--- src/crtc_ctl_pkg.sv ---
// Constants shared by the text display control block.
package crtc_ctl_pkg;
   localparam int REG_COUNT   = 22;
   localparam int REG_MODE1   = 0;
   localparam int REG_MODE2   = 1;
   localparam int REG_ATTR_EN = 2;
   localparam int REG_ATTR_RD = 3;
   localparam int REG_TPH_LO  = 4;
   localparam int REG_TPH_HI  = 5;
   localparam int REG_TWH_LO  = 6;
   localparam int REG_TWH_HI  = 7;
   localparam int REG_TPS_LO  = 8;
   localparam int REG_TPS_HI  = 9;
   localparam int REG_TWS_LO  = 10;
   localparam int REG_TWS_HI  = 11;
   localparam int REG_AFLAG   = 12;
   localparam int REG_BURST   = 13;
   localparam int REG_VIROW   = 14;
   localparam int REG_TIM0    = 15;
   // Mode register one fields.
   localparam int M1_DE = 0;
   localparam int M1_DH = 1;
   localparam int M1_NV = 2;
   // Mode register two fields.
   localparam int M2_IPS  = 0;
   localparam int M2_IES  = 1;
   localparam int M2_IUSS = 2;
   localparam int M2_IPV  = 3;
   localparam int M2_IEV  = 4;
   localparam int M2_IUSV = 5;
   localparam int M2_CUE  = 6;
   localparam int M2_SIP  = 8;
   localparam int M2_ACM  = 9;
   localparam int M2_XYCM = 11;
   // Definition block word fields and the vector scroll bit.
   localparam int MD4_DUTY  = 3;
   localparam int MD4_SCR   = 4;
   localparam int MD4_ATTR_CURSOR_BLINK_ON = 8;
   localparam int MD4_SSE   = 15;
   localparam int MD3_FAT   = 15;
   localparam int WD0_SCW   = 15;
   localparam int VEC_SIP   = 1;
   localparam logic [15:0] REG_RESET = 16'h0000;
   localparam logic [1:0]  RESP_OKAY = 2'b00;
   localparam logic [1:0]  RESP_SLV  = 2'b10;
   // Half line period when the first timing register is still zero.
   localparam int CLK_NS       = 100;
   localparam int HALF_LINE_NS = 32000;
   localparam int HALF_LINE_CYC = HALF_LINE_NS / CLK_NS;
   localparam int BLINK_UNIT   = 16;

   typedef enum logic [1:0] {BURST_IDLE, BURST_ON, BURST_GAP} burst_state_type;
endpackage : crtc_ctl_pkg

--- src/text_display_control_setup.sv ---
// Control register bank and display control logic of the text display controller.
//
// Decided for this implementation: the AXI4-Lite slave port and the register offsets.
module text_display_control_setup
   import crtc_ctl_pkg::*;
#(
   parameter int HALF_LINE_DEF = HALF_LINE_CYC
)
(
   // Clock and reset.
   input  wire logic        aclk,
   input  wire logic        aresetn,
   // AXI4-Lite write address and data.
   input  wire logic [31:0] s_axi_awaddr,
   input  wire logic        s_axi_awvalid,
   output logic             s_axi_awready,
   input  wire logic [31:0] s_axi_wdata,
   input  wire logic [3:0]  s_axi_wstrb,
   input  wire logic        s_axi_wvalid,
   output logic             s_axi_wready,
   // AXI4-Lite write response.
   output logic [1:0]       s_axi_bresp,
   output logic             s_axi_bvalid,
   input  wire logic        s_axi_bready,
   // AXI4-Lite read.
   input  wire logic [31:0] s_axi_araddr,
   input  wire logic        s_axi_arvalid,
   output logic             s_axi_arready,
   output logic [31:0]      s_axi_rdata,
   output logic [1:0]       s_axi_rresp,
   output logic             s_axi_rvalid,
   input  wire logic        s_axi_rready,
   // Definition block words from the fetch engine.
   input  wire logic        defblk_we,
   input  wire logic        defblk_win,
   input  wire logic [2:0]  defblk_idx,
   input  wire logic [15:0] defblk_data,
   // Display events.
   input  wire logic        frame_pulse,
   input  wire logic        row_scrolled,
   input  wire logic        row_loaded,
   input  wire logic [7:0]  row_loaded_num,
   input  wire logic        intack,
   // Character path.
   input  wire logic [7:0]  char_code,
   input  wire logic        char_invisible,
   input  wire logic        attr_cursor_here,
   input  wire logic [7:0]  beam_col,
   input  wire logic [7:0]  beam_row,
   input  wire logic        vary_heights,
   input  wire logic [4:0]  row_row_scan_total,
   // Bus fetch handshake.
   input  wire logic        fetch_want,
   input  wire logic        fetch_ack,
   // Outputs.
   output logic             bus_req_q,
   output logic             irq_q,
   output logic [7:0]       vector_q,
   output logic             vector_valid_q,
   output logic             hsync_q,
   output logic             vsync_q,
   output logic             blank_q,
   output logic             char_show_q,
   output logic             attr_char_q,
   output logic [7:0]       fill_char_q,
   output logic             fill_attr_fetch_q,
   output logic             xy_cursor_hit_q,
   output logic             attr_cursor_hit_q,
   output logic [1:0]       attr_cursor_shape_q,
   output logic [1:0]       pos_cursor_shape_q,
   output logic [4:0]       row_scan_total_q,
   output logic [23:0]      window_rcb_ptr_q,
   output logic             window_scroll_flag_q,
   output logic             scroll_step_q,
   output logic [3:0]       scroll_lines_q,
   output logic [23:0]      page_hard_ptr_q,
   output logic [23:0]      window_hard_ptr_q
);
   function automatic logic [15:0] merge(input logic [15:0] old_v,
                                         input logic [31:0] data,
                                         input logic [3:0]  strb);
      merge = {strb[1] ? data[15:8] : old_v[15:8], strb[0] ? data[7:0] : old_v[7:0]};
   endfunction : merge

   function automatic logic hit(input logic [31:0] addr);
      hit = (32'(addr[31:2]) < REG_COUNT) && (addr[1:0] == 2'b00);
   endfunction : hit

   logic [15:0] regs_q [REG_COUNT];
   logic [15:0] md_q [7];
   logic [15:0] wd0_q;
   logic [15:0] wd1_q;
   logic [31:0] awaddr_q;
   logic [31:0] wdata_q;
   logic [3:0]  wstrb_q;
   logic        aw_held_q;
   logic        w_held_q;
   logic        wr_fire;
   logic [4:0]  widx;
   logic [4:0]  ridx;
   logic [15:0] rword;
   logic        de;
   logic        scroll_on;
   logic        blink_vis;
   logic        step_w;
   logic [3:0]  lines_w;
   logic [15:0] hcnt_q;
   logic [15:0] half_line;
   logic [7:0]  bcnt_q;
   burst_state_type burst_q;

   assign de        = regs_q[REG_MODE1][M1_DE];
   assign scroll_on = md_q[4][MD4_SSE];
   assign wr_fire   = aw_held_q && w_held_q && !s_axi_bvalid;
   assign widx      = awaddr_q[6:2];
   assign ridx      = s_axi_araddr[6:2];

   // Address and data are caught separately, so either may come first.
   always_ff @(posedge aclk) begin
      if (!aresetn) begin
         aw_held_q     <= 1'b0;
         w_held_q      <= 1'b0;
         awaddr_q      <= 32'h0000_0000;
         wdata_q       <= 32'h0000_0000;
         wstrb_q       <= 4'h0;
         s_axi_awready <= 1'b0;
         s_axi_wready  <= 1'b0;
         s_axi_bvalid  <= 1'b0;
         s_axi_bresp   <= RESP_OKAY;
      end else begin
         s_axi_awready <= !aw_held_q && !(s_axi_awvalid && s_axi_awready);
         s_axi_wready  <= !w_held_q && !(s_axi_wvalid && s_axi_wready);
         if (s_axi_awvalid && s_axi_awready) begin
            aw_held_q <= 1'b1;
            awaddr_q  <= s_axi_awaddr;
         end
         if (s_axi_wvalid && s_axi_wready) begin
            w_held_q <= 1'b1;
            wdata_q  <= s_axi_wdata;
            wstrb_q  <= s_axi_wstrb;
         end
         if (wr_fire) begin
            s_axi_bvalid <= 1'b1;
            s_axi_bresp  <= hit(awaddr_q) ? RESP_OKAY : RESP_SLV;
         end
         if (s_axi_bvalid && s_axi_bready) begin
            s_axi_bvalid  <= 1'b0;
            aw_held_q     <= 1'b0;
            w_held_q      <= 1'b0;
            s_axi_awready <= 1'b1;
            s_axi_wready  <= 1'b1;
         end
      end
   end

   always_comb begin
      rword = regs_q[ridx];
      if (32'(ridx) == REG_MODE2) begin
         rword[M2_SIP] = scroll_on;
      end
   end

   always_ff @(posedge aclk) begin
      if (!aresetn) begin
         s_axi_arready <= 1'b0;
         s_axi_rvalid  <= 1'b0;
         s_axi_rdata   <= 32'h0000_0000;
         s_axi_rresp   <= RESP_OKAY;
      end else begin
         s_axi_arready <= !s_axi_rvalid && !(s_axi_arvalid && s_axi_arready);
         if (s_axi_arvalid && s_axi_arready) begin
            s_axi_rvalid <= 1'b1;
            s_axi_rdata  <= hit(s_axi_araddr) ? {16'h0000, rword} : 32'h0000_0000;
            s_axi_rresp  <= hit(s_axi_araddr) ? RESP_OKAY : RESP_SLV;
         end else if (s_axi_rvalid && s_axi_rready) begin
            s_axi_rvalid  <= 1'b0;
            s_axi_arready <= 1'b1;
         end
      end
   end

   // Host writes come first; hardware updates below override them in the same cycle.
   always_ff @(posedge aclk) begin
      if (!aresetn) begin
         for (int i = 0; i < REG_COUNT; i++) begin
            regs_q[i] <= REG_RESET;
         end
      end else begin
         if (wr_fire && hit(awaddr_q)) begin
            unique case (32'(widx))
               REG_MODE1: begin
                  regs_q[REG_MODE1] <= s_axi_wdata_de(wdata_q, wstrb_q)
                                       ? merge(regs_q[REG_MODE1], wdata_q, wstrb_q)
                                       : REG_RESET;
               end
               REG_TPS_LO, REG_TPS_HI, REG_TWS_LO, REG_TWS_HI: begin
                  if (scroll_on) begin
                     regs_q[widx] <= merge(regs_q[widx], wdata_q, wstrb_q);
                  end
               end
               default: begin
                  regs_q[widx] <= merge(regs_q[widx], wdata_q, wstrb_q);
               end
            endcase
         end
         if (row_scrolled && scroll_on) begin
            regs_q[REG_TPH_LO] <= regs_q[REG_TPS_LO];
            regs_q[REG_TPH_HI] <= regs_q[REG_TPS_HI];
            regs_q[REG_TWH_LO] <= regs_q[REG_TWS_LO];
            regs_q[REG_TWH_HI] <= regs_q[REG_TWS_HI];
            regs_q[REG_MODE2][M2_IPS] <= 1'b1;
         end
         if (row_loaded && row_loaded_num == regs_q[REG_VIROW][7:0]) begin
            regs_q[REG_MODE2][M2_IPV] <= 1'b1;
         end
         if (intack && irq_q) begin
            if (regs_q[REG_MODE2][M2_IPS] && regs_q[REG_MODE2][M2_IES]) begin
               regs_q[REG_MODE2][M2_IUSS] <= 1'b1;
            end else begin
               regs_q[REG_MODE2][M2_IUSV] <= 1'b1;
            end
         end
      end
   end

   function automatic logic s_axi_wdata_de(input logic [31:0] data, input logic [3:0] strb);
      s_axi_wdata_de = strb[0] && data[M1_DE];
   endfunction : s_axi_wdata_de

   // Definition block words as fetched by the display engine.
   always_ff @(posedge aclk) begin
      if (!aresetn) begin
         for (int i = 0; i < 7; i++) begin
            md_q[i] <= REG_RESET;
         end
         wd0_q <= REG_RESET;
         wd1_q <= REG_RESET;
      end else if (defblk_we) begin
         if (!defblk_win && defblk_idx < 3'd7) begin
            md_q[defblk_idx] <= defblk_data;
         end else if (defblk_win && defblk_idx == 3'd0) begin
            wd0_q <= defblk_data;
         end else if (defblk_win && defblk_idx == 3'd1) begin
            wd1_q <= defblk_data;
         end
      end
   end

   always_ff @(posedge aclk) begin
      if (!aresetn) begin
         irq_q          <= 1'b0;
         vector_q       <= 8'h00;
         vector_valid_q <= 1'b0;
      end else begin
         irq_q <= (regs_q[REG_MODE2][M2_IPS] && regs_q[REG_MODE2][M2_IES]
                   && !regs_q[REG_MODE2][M2_IUSS])
               || (regs_q[REG_MODE2][M2_IPV] && regs_q[REG_MODE2][M2_IEV]
                   && !regs_q[REG_MODE2][M2_IUSV]);
         if (intack && irq_q) begin
            vector_q       <= {md_q[5][7:2], scroll_on, md_q[5][0]};
            vector_valid_q <= !regs_q[REG_MODE1][M1_NV];
         end else begin
            vector_valid_q <= 1'b0;
         end
      end
   end

   always_ff @(posedge aclk) begin
      if (!aresetn) begin
         burst_q   <= BURST_IDLE;
         bcnt_q    <= 8'h00;
         bus_req_q <= 1'b0;
      end else begin
         unique case (burst_q)
            BURST_IDLE: begin
               bcnt_q <= 8'h00;
               if (fetch_want && de) begin
                  burst_q   <= BURST_ON;
                  bus_req_q <= 1'b1;
               end
            end
            BURST_ON: begin
               if (fetch_ack) begin
                  bcnt_q <= bcnt_q + 8'h01;
               end
               if (!fetch_want || (fetch_ack && bcnt_q + 8'h01 >= regs_q[REG_BURST][7:0])) begin
                  burst_q   <= BURST_GAP;
                  bus_req_q <= 1'b0;
                  bcnt_q    <= 8'h00;
               end
            end
            BURST_GAP: begin
               bcnt_q <= bcnt_q + 8'h01;
               if (bcnt_q + 8'h01 >= regs_q[REG_BURST][15:8]) begin
                  burst_q <= BURST_IDLE;
               end
            end
         endcase
      end
   end

   assign half_line = (regs_q[REG_TIM0] == 16'h0000) ? 16'(HALF_LINE_DEF) : regs_q[REG_TIM0];

   always_ff @(posedge aclk) begin
      if (!aresetn) begin
         hcnt_q  <= 16'h0000;
         hsync_q <= 1'b0;
         vsync_q <= 1'b0;
         blank_q <= 1'b1;
      end else if (!de) begin
         hcnt_q  <= 16'h0000;
         hsync_q <= 1'b0;
         vsync_q <= 1'b0;
         blank_q <= 1'b1;
      end else begin
         blank_q <= 1'b0;
         if (hcnt_q + 16'h0001 >= half_line) begin
            hcnt_q  <= 16'h0000;
            hsync_q <= !hsync_q;
         end else begin
            hcnt_q <= hcnt_q + 16'h0001;
         end
      end
   end

   // Character path flags and values taken from the definition blocks and the control registers.
   always_ff @(posedge aclk) begin
      if (!aresetn) begin
         char_show_q          <= 1'b0;
         attr_char_q          <= 1'b0;
         fill_char_q          <= 8'h00;
         fill_attr_fetch_q    <= 1'b0;
         xy_cursor_hit_q      <= 1'b0;
         attr_cursor_hit_q    <= 1'b0;
         attr_cursor_shape_q  <= 2'b00;
         pos_cursor_shape_q   <= 2'b00;
         row_scan_total_q     <= 5'h00;
         window_rcb_ptr_q     <= 24'h00_0000;
         window_scroll_flag_q <= 1'b0;
         page_hard_ptr_q      <= 24'h00_0000;
         window_hard_ptr_q    <= 24'h00_0000;
      end else begin
         char_show_q <= !char_invisible || regs_q[REG_MODE1][M1_DH];
         attr_char_q <= (char_code & regs_q[REG_AFLAG][15:8]) == regs_q[REG_AFLAG][7:0];
         fill_char_q <= md_q[3][7:0];
         fill_attr_fetch_q <= md_q[3][MD3_FAT];
         xy_cursor_hit_q <= regs_q[REG_MODE2][M2_CUE]
                            && beam_col == md_q[2][7:0] && beam_row == md_q[2][15:8];
         attr_cursor_hit_q <= attr_cursor_here && (!md_q[4][MD4_ATTR_CURSOR_BLINK_ON] || blink_vis);
         attr_cursor_shape_q <= regs_q[REG_MODE2][M2_ACM +: 2];
         pos_cursor_shape_q  <= regs_q[REG_MODE2][M2_XYCM +: 2];
         row_scan_total_q <= vary_heights ? md_q[6][4:0] : row_row_scan_total;
         window_rcb_ptr_q     <= {wd0_q[7:0], wd1_q};
         window_scroll_flag_q <= wd0_q[WD0_SCW];
         page_hard_ptr_q      <= {regs_q[REG_TPH_HI][7:0], regs_q[REG_TPH_LO]};
         window_hard_ptr_q    <= {regs_q[REG_TWH_HI][7:0], regs_q[REG_TWH_LO]};
      end
   end

   frame_rate_gen u_rate (
      .aclk            (aclk),
      .aresetn         (aresetn),
      .frame_pulse     (frame_pulse),
      .blink_code      (md_q[4][2:0]),
      .duty_75         (md_q[4][MD4_DUTY]),
      .scroll_code     (md_q[4][MD4_SCR +: 4]),
      .blink_visible_q (blink_vis),
      .scroll_step_q   (step_w),
      .scroll_lines_q  (lines_w)
   );

   // Scroll step only leaves the block while scrolling is on.
   always_ff @(posedge aclk) begin
      if (!aresetn) begin
         scroll_step_q  <= 1'b0;
         scroll_lines_q <= 4'h0;
      end else begin
         scroll_step_q  <= step_w && scroll_on;
         scroll_lines_q <= lines_w;
      end
   end
endmodule : text_display_control_setup

--- src/frame_rate_gen.sv ---
// Per-frame blink phase and smooth scroll step generator.
module frame_rate_gen
   import crtc_ctl_pkg::*;
(
   // Clock and reset.
   input  wire logic       aclk,
   input  wire logic       aresetn,
   // Frame event and rate codes.
   input  wire logic       frame_pulse,
   input  wire logic [2:0] blink_code,
   input  wire logic       duty_75,
   input  wire logic [3:0] scroll_code,
   // Results.
   output logic            blink_visible_q,
   output logic            scroll_step_q,
   output logic [3:0]      scroll_lines_q
);
   logic [7:0] blink_cnt_q;
   logic [7:0] period;
   logic [2:0] slow_cnt_q;

   assign period = 8'((32'(blink_code) + 1) * BLINK_UNIT);

   always_ff @(posedge aclk) begin
      if (!aresetn) begin
         blink_cnt_q     <= 8'h00;
         blink_visible_q <= 1'b1;
      end else if (frame_pulse) begin
         blink_cnt_q <= (blink_cnt_q + 8'h01 >= period) ? 8'h00 : blink_cnt_q + 8'h01;
         // duty select
         // A 75% inactive duty keeps the character visible for three quarters of the period.
         blink_visible_q <= duty_75 ? (blink_cnt_q < period - (period >> 2))
                                    : (blink_cnt_q < (period >> 1));
      end
   end

   // Slow codes step one line every n frames; fast codes step n lines per frame.
   always_ff @(posedge aclk) begin
      if (!aresetn) begin
         slow_cnt_q     <= 3'h0;
         scroll_step_q  <= 1'b0;
         scroll_lines_q <= 4'h0;
      end else begin
         scroll_step_q <= 1'b0;
         if (frame_pulse) begin
            if (scroll_code[3]) begin
               slow_cnt_q <= (slow_cnt_q == scroll_code[2:0]) ? 3'h0 : slow_cnt_q + 3'h1;
               scroll_step_q  <= (slow_cnt_q == scroll_code[2:0]);
               scroll_lines_q <= 4'h1;
            end else begin
               scroll_step_q  <= 1'b1;
               scroll_lines_q <= {1'b0, scroll_code[2:0]} + 4'h1;
            end
         end
      end
   end
endmodule : frame_rate_gen

--- config.mk ---
export PLATFORM = sky130hd
export DESIGN_NAME = text_display_control_setup
export DESIGN_NICKNAME = d
export VERILOG_FILES = /design/src/crtc_ctl_pkg.sv /design/src/text_display_control_setup.sv /design/src/frame_rate_gen.sv
export SDC_FILE = /design/constraint.sdc
export NUM_CORES = 2
export LEC_CHECK = 0
export BUFFER_PORTS_ARGS = -buffer_cell sky130_fd_sc_hd__buf_4
export CORE_UTILIZATION = 27
export DETAILED_ROUTE_END_ITERATION = 8
export MAX_ROUTING_LAYER = met4
export PLACE_DENSITY = 0.4
export SLEW_MARGIN = 10
export SYNTH_ARGS = -nofsm -noshare
export SYNTH_HDL_FRONTEND = slang
export SYNTH_SLANG_ARGS = --single-unit
--- constraint.sdc ---
create_clock -name aclk -period 3.95 [get_ports aclk]
set_clock_uncertainty 0.1 [all_clocks]
set_input_delay 0.1975 -clock aclk [delete_from_list [all_inputs] [get_ports aclk]]
set_output_delay 0.1975 -clock aclk [all_outputs]
set_load 0.05 [all_outputs]
==> impl_metrics.toml <==
[cells_and_area]
areaGrowthSynthToFinish_pct = 25.2
finalNetCount = 4047
fill_cells = 14500
mostFrequentLayoutCell = "edfxtp_1"
drive_above_1_share_pct = 21.0
final_cell_mix = "edfxtp_1 (554), buf_4 (427), nand2_1 (379)"

[synth]
synth_top_area_cell = "edfxtp_1"
synth.distinct_cells = 66
synthTopCellsByArea = "edfxtp_1 (43%), dfxtp_1 (14%), mux4_2 (10%), mux2i_1 (5.3%), nand2_1 (3.7%)"
ys_seq_area_share_pct = 56.4
synth_top_area_share_pct = 42.7
syn_area_sq_um = 39000
ys_ff_latch = 820
yosys_warnings = 0
synthArstFlopShare_pct = 0
synthCells = 3250
synth-edff-count = 554
postSynthAreaPerCell_sq_um = 12.0
synth_ff_type = "edfxtp_1"

[sta]
tightest_slew_ps = 1180
relSlewSlack_pct = 21.4
post-route-period-util_pct = 88.5
rsz0062_at_grt = "no"
hold_violations = 0
worst_slack_ps = 455
finalSetupTns_ps = 0
timing.fmax_mhz = 286
setup_viol = 0
drv_slew = 0
min_period_ps = 3500

[floorplan]
dieArea_sq_um = 146000
core_area_sq_um = 143000
die_w_um = 382
die_y_um = 382
rows = 139
start_util_pct = 27.2
pin_count = 329

[place]
routabilityCongestion = 0.892
post-place-ws_ps = 477
io_buffers = 291
hpwlAfterDp_mm = 108

[power]
powerDensity_nw_per_um2 = 445
p_leak_nw = 18.6
ir_drop_uv = 322

[cts]
cts-root-buf = "clkbuf_16"
ctsLongestPathBuffers = 3
clock-sinks = 820
clk_pin_slew_ps = 60
clock_latency_ps = 740
hold_buffers = 98
cts_tree = "done"
cts.repair.resized = 0
cts_setup_buffers = 0
cts_max_level = 3
numCtsBuffers = 97

[detailed_routing]
drt_wl_total_mm = 149
routed-via-count = 28500
drc_errors = 0
dr.first_iter.drc_count = 2705
final_antenna_net_count = 0
wl_per_cell_um = 25.7
first_pass_iters = 5
routed_via_density = 4.91

[setup_path]
end_kind = "flop"
crit_required_ps = 4370
crit_type = "reg2reg"
worst-path-max-fanout = 44
cp_data_arrival_time_ps = 3920
startpoint_type = "flop"

[run]
cap_violations = 0

[grt]
grt_max_degree = 123
track_usage_pct = 20.7
grt_pass1_vias = 27900
antenna_found_initial = 9
gr-total-overflow = 0
grt_first_pass_wirelength_mm = 210

[status]
status = "finished, final reports clean"

[worst_hold_path]
hold_path.class = "in2reg"
[cell families (layout without fill, tap and decap cells)]
| logic type | count (synthesis) | count (layout) | synth area share (%) |
|---|---|---|---|
| and+or+nand+nor | 1102 | 1102 | 13.2 |
| DFF | 820 | 820 | 56.4 |
| AOI/OAI and AO/OA | 481 | 481 | 7.43 |
| muxes | 390 | 390 | 15.8 |
| buffers and inverters | 334 | 804 | 3.96 |
| xor gates and xnor gates | 67 | 67 | 1.51 |
| adders and majority gates | 55 | 55 | 1.77 |
| other | 1 | 182 | 0.00963 |
[critical path, stage by stage, from the launching register on]
cell	delay [ps]
dfxtp_4	880
mux2i_1	180
a22oi_1	530
a21oi_1	350
a211o_1	350
a31oi_1	230
a21oi_2	60
buf_4	240
inv_1	230
[Yosys cell counts, types with 7 or more instances]
cell type,count
o21ai_1,19
a211o_1,10
nand4_1,14
o21ai_0,116
buf_1,16
edfxtp_1,554
a21o_1,14
mux4_2,179
and3_1,24
buf_2,94
nor3_1,16
clkbuf_1,119
a21oi_1,162
o22ai_1,7
mux2i_1,206
inv_1,68
a211oi_1,16
nor2_1,327
xor2_1,32
a31oi_1,12
a22oi_1,81
nand3_1,59
o21a_1,11
nand2b_1,23
xnor2_1,35
nand2_1,379
buf_4,30
nor4_1,18
ha_1,55
nor2b_1,40
dfxtp_1,266
and2_1,166
[state kept, by name (all words and copies together), names as in the netlist, 9 cells and up, named ones only]
name / count
wd0_q: 9
md_q: 47
wdata_q: 16
awaddr_q: 32
page_hard_ptr_q: 24
wd1_q: 16
hcnt_q: 16
window_hard_ptr_q: 24
regs_q: 512
window_rcb_ptr_q: 24
s_axi_rdata: 16
[per-stage QoR]
step	hold slack [ps]	util [%]	instance area [sq um]	std cells	power (W)
final	34.5	34.0	48800	5804	0.0217
after global routing	72.9	34.0	48700	5801	0.0225
after CTS	2.44	34.0	48700	5801	0.0220
after detailed placement	284	31.1	44600	5524	0.0129
after global placement	280	31.1	44600	5524	0.0129
after floorplan	193	-	39600	3428	0.0116
[layer usage]
metal,part of all wire [%],GRT usage [%],up-vias
met5,0,-,-
met4,2.3,4.88,0
met3,6.5,4.00,191
met2,47,32.4,956
met1,45,27.6,14600
li1,-,-,12800
[power breakdown]
part	switching (W)	total, W	internal (W)
clock	0.00384	0.00893	0.00508
sequential	0.000360	0.0100	0.00967
combinational	0.00170	0.00276	0.00106
total	0.00590	0.0217	0.0158
[layout make-up]
cell class | count | area [sq um] | share of cell area [%]
Clock buffer | 137 | 2760 | 5.66
Inverter | 68 | 258 | 0.529
Tap cell | 1903 | 2380 | 4.88
Sequential cell | 820 | 22000 | 45.1
Antenna cell | 3 | 7.51 | 0.0154
Multi-Input combinational cell | 2274 | 16200 | 33.2
Clock inverter | 42 | 369 | 0.757
Timing Repair Buffer | 557 | 4810 | 9.87
[path summary, 6_finish.rpt]
path         startpoint           endpoint  slack [ps]  cells after the start
max reg2reg        flop     regs_q[25][12]         450                      8
max                flop     regs_q[25][12]         450                      8
min          defblk_win         md_q[5][2]          30                      4
min reg2reg  md_q[4][8]  attr_cursor_hit_q         320                      1
Power figures use the tool's default switching activity.
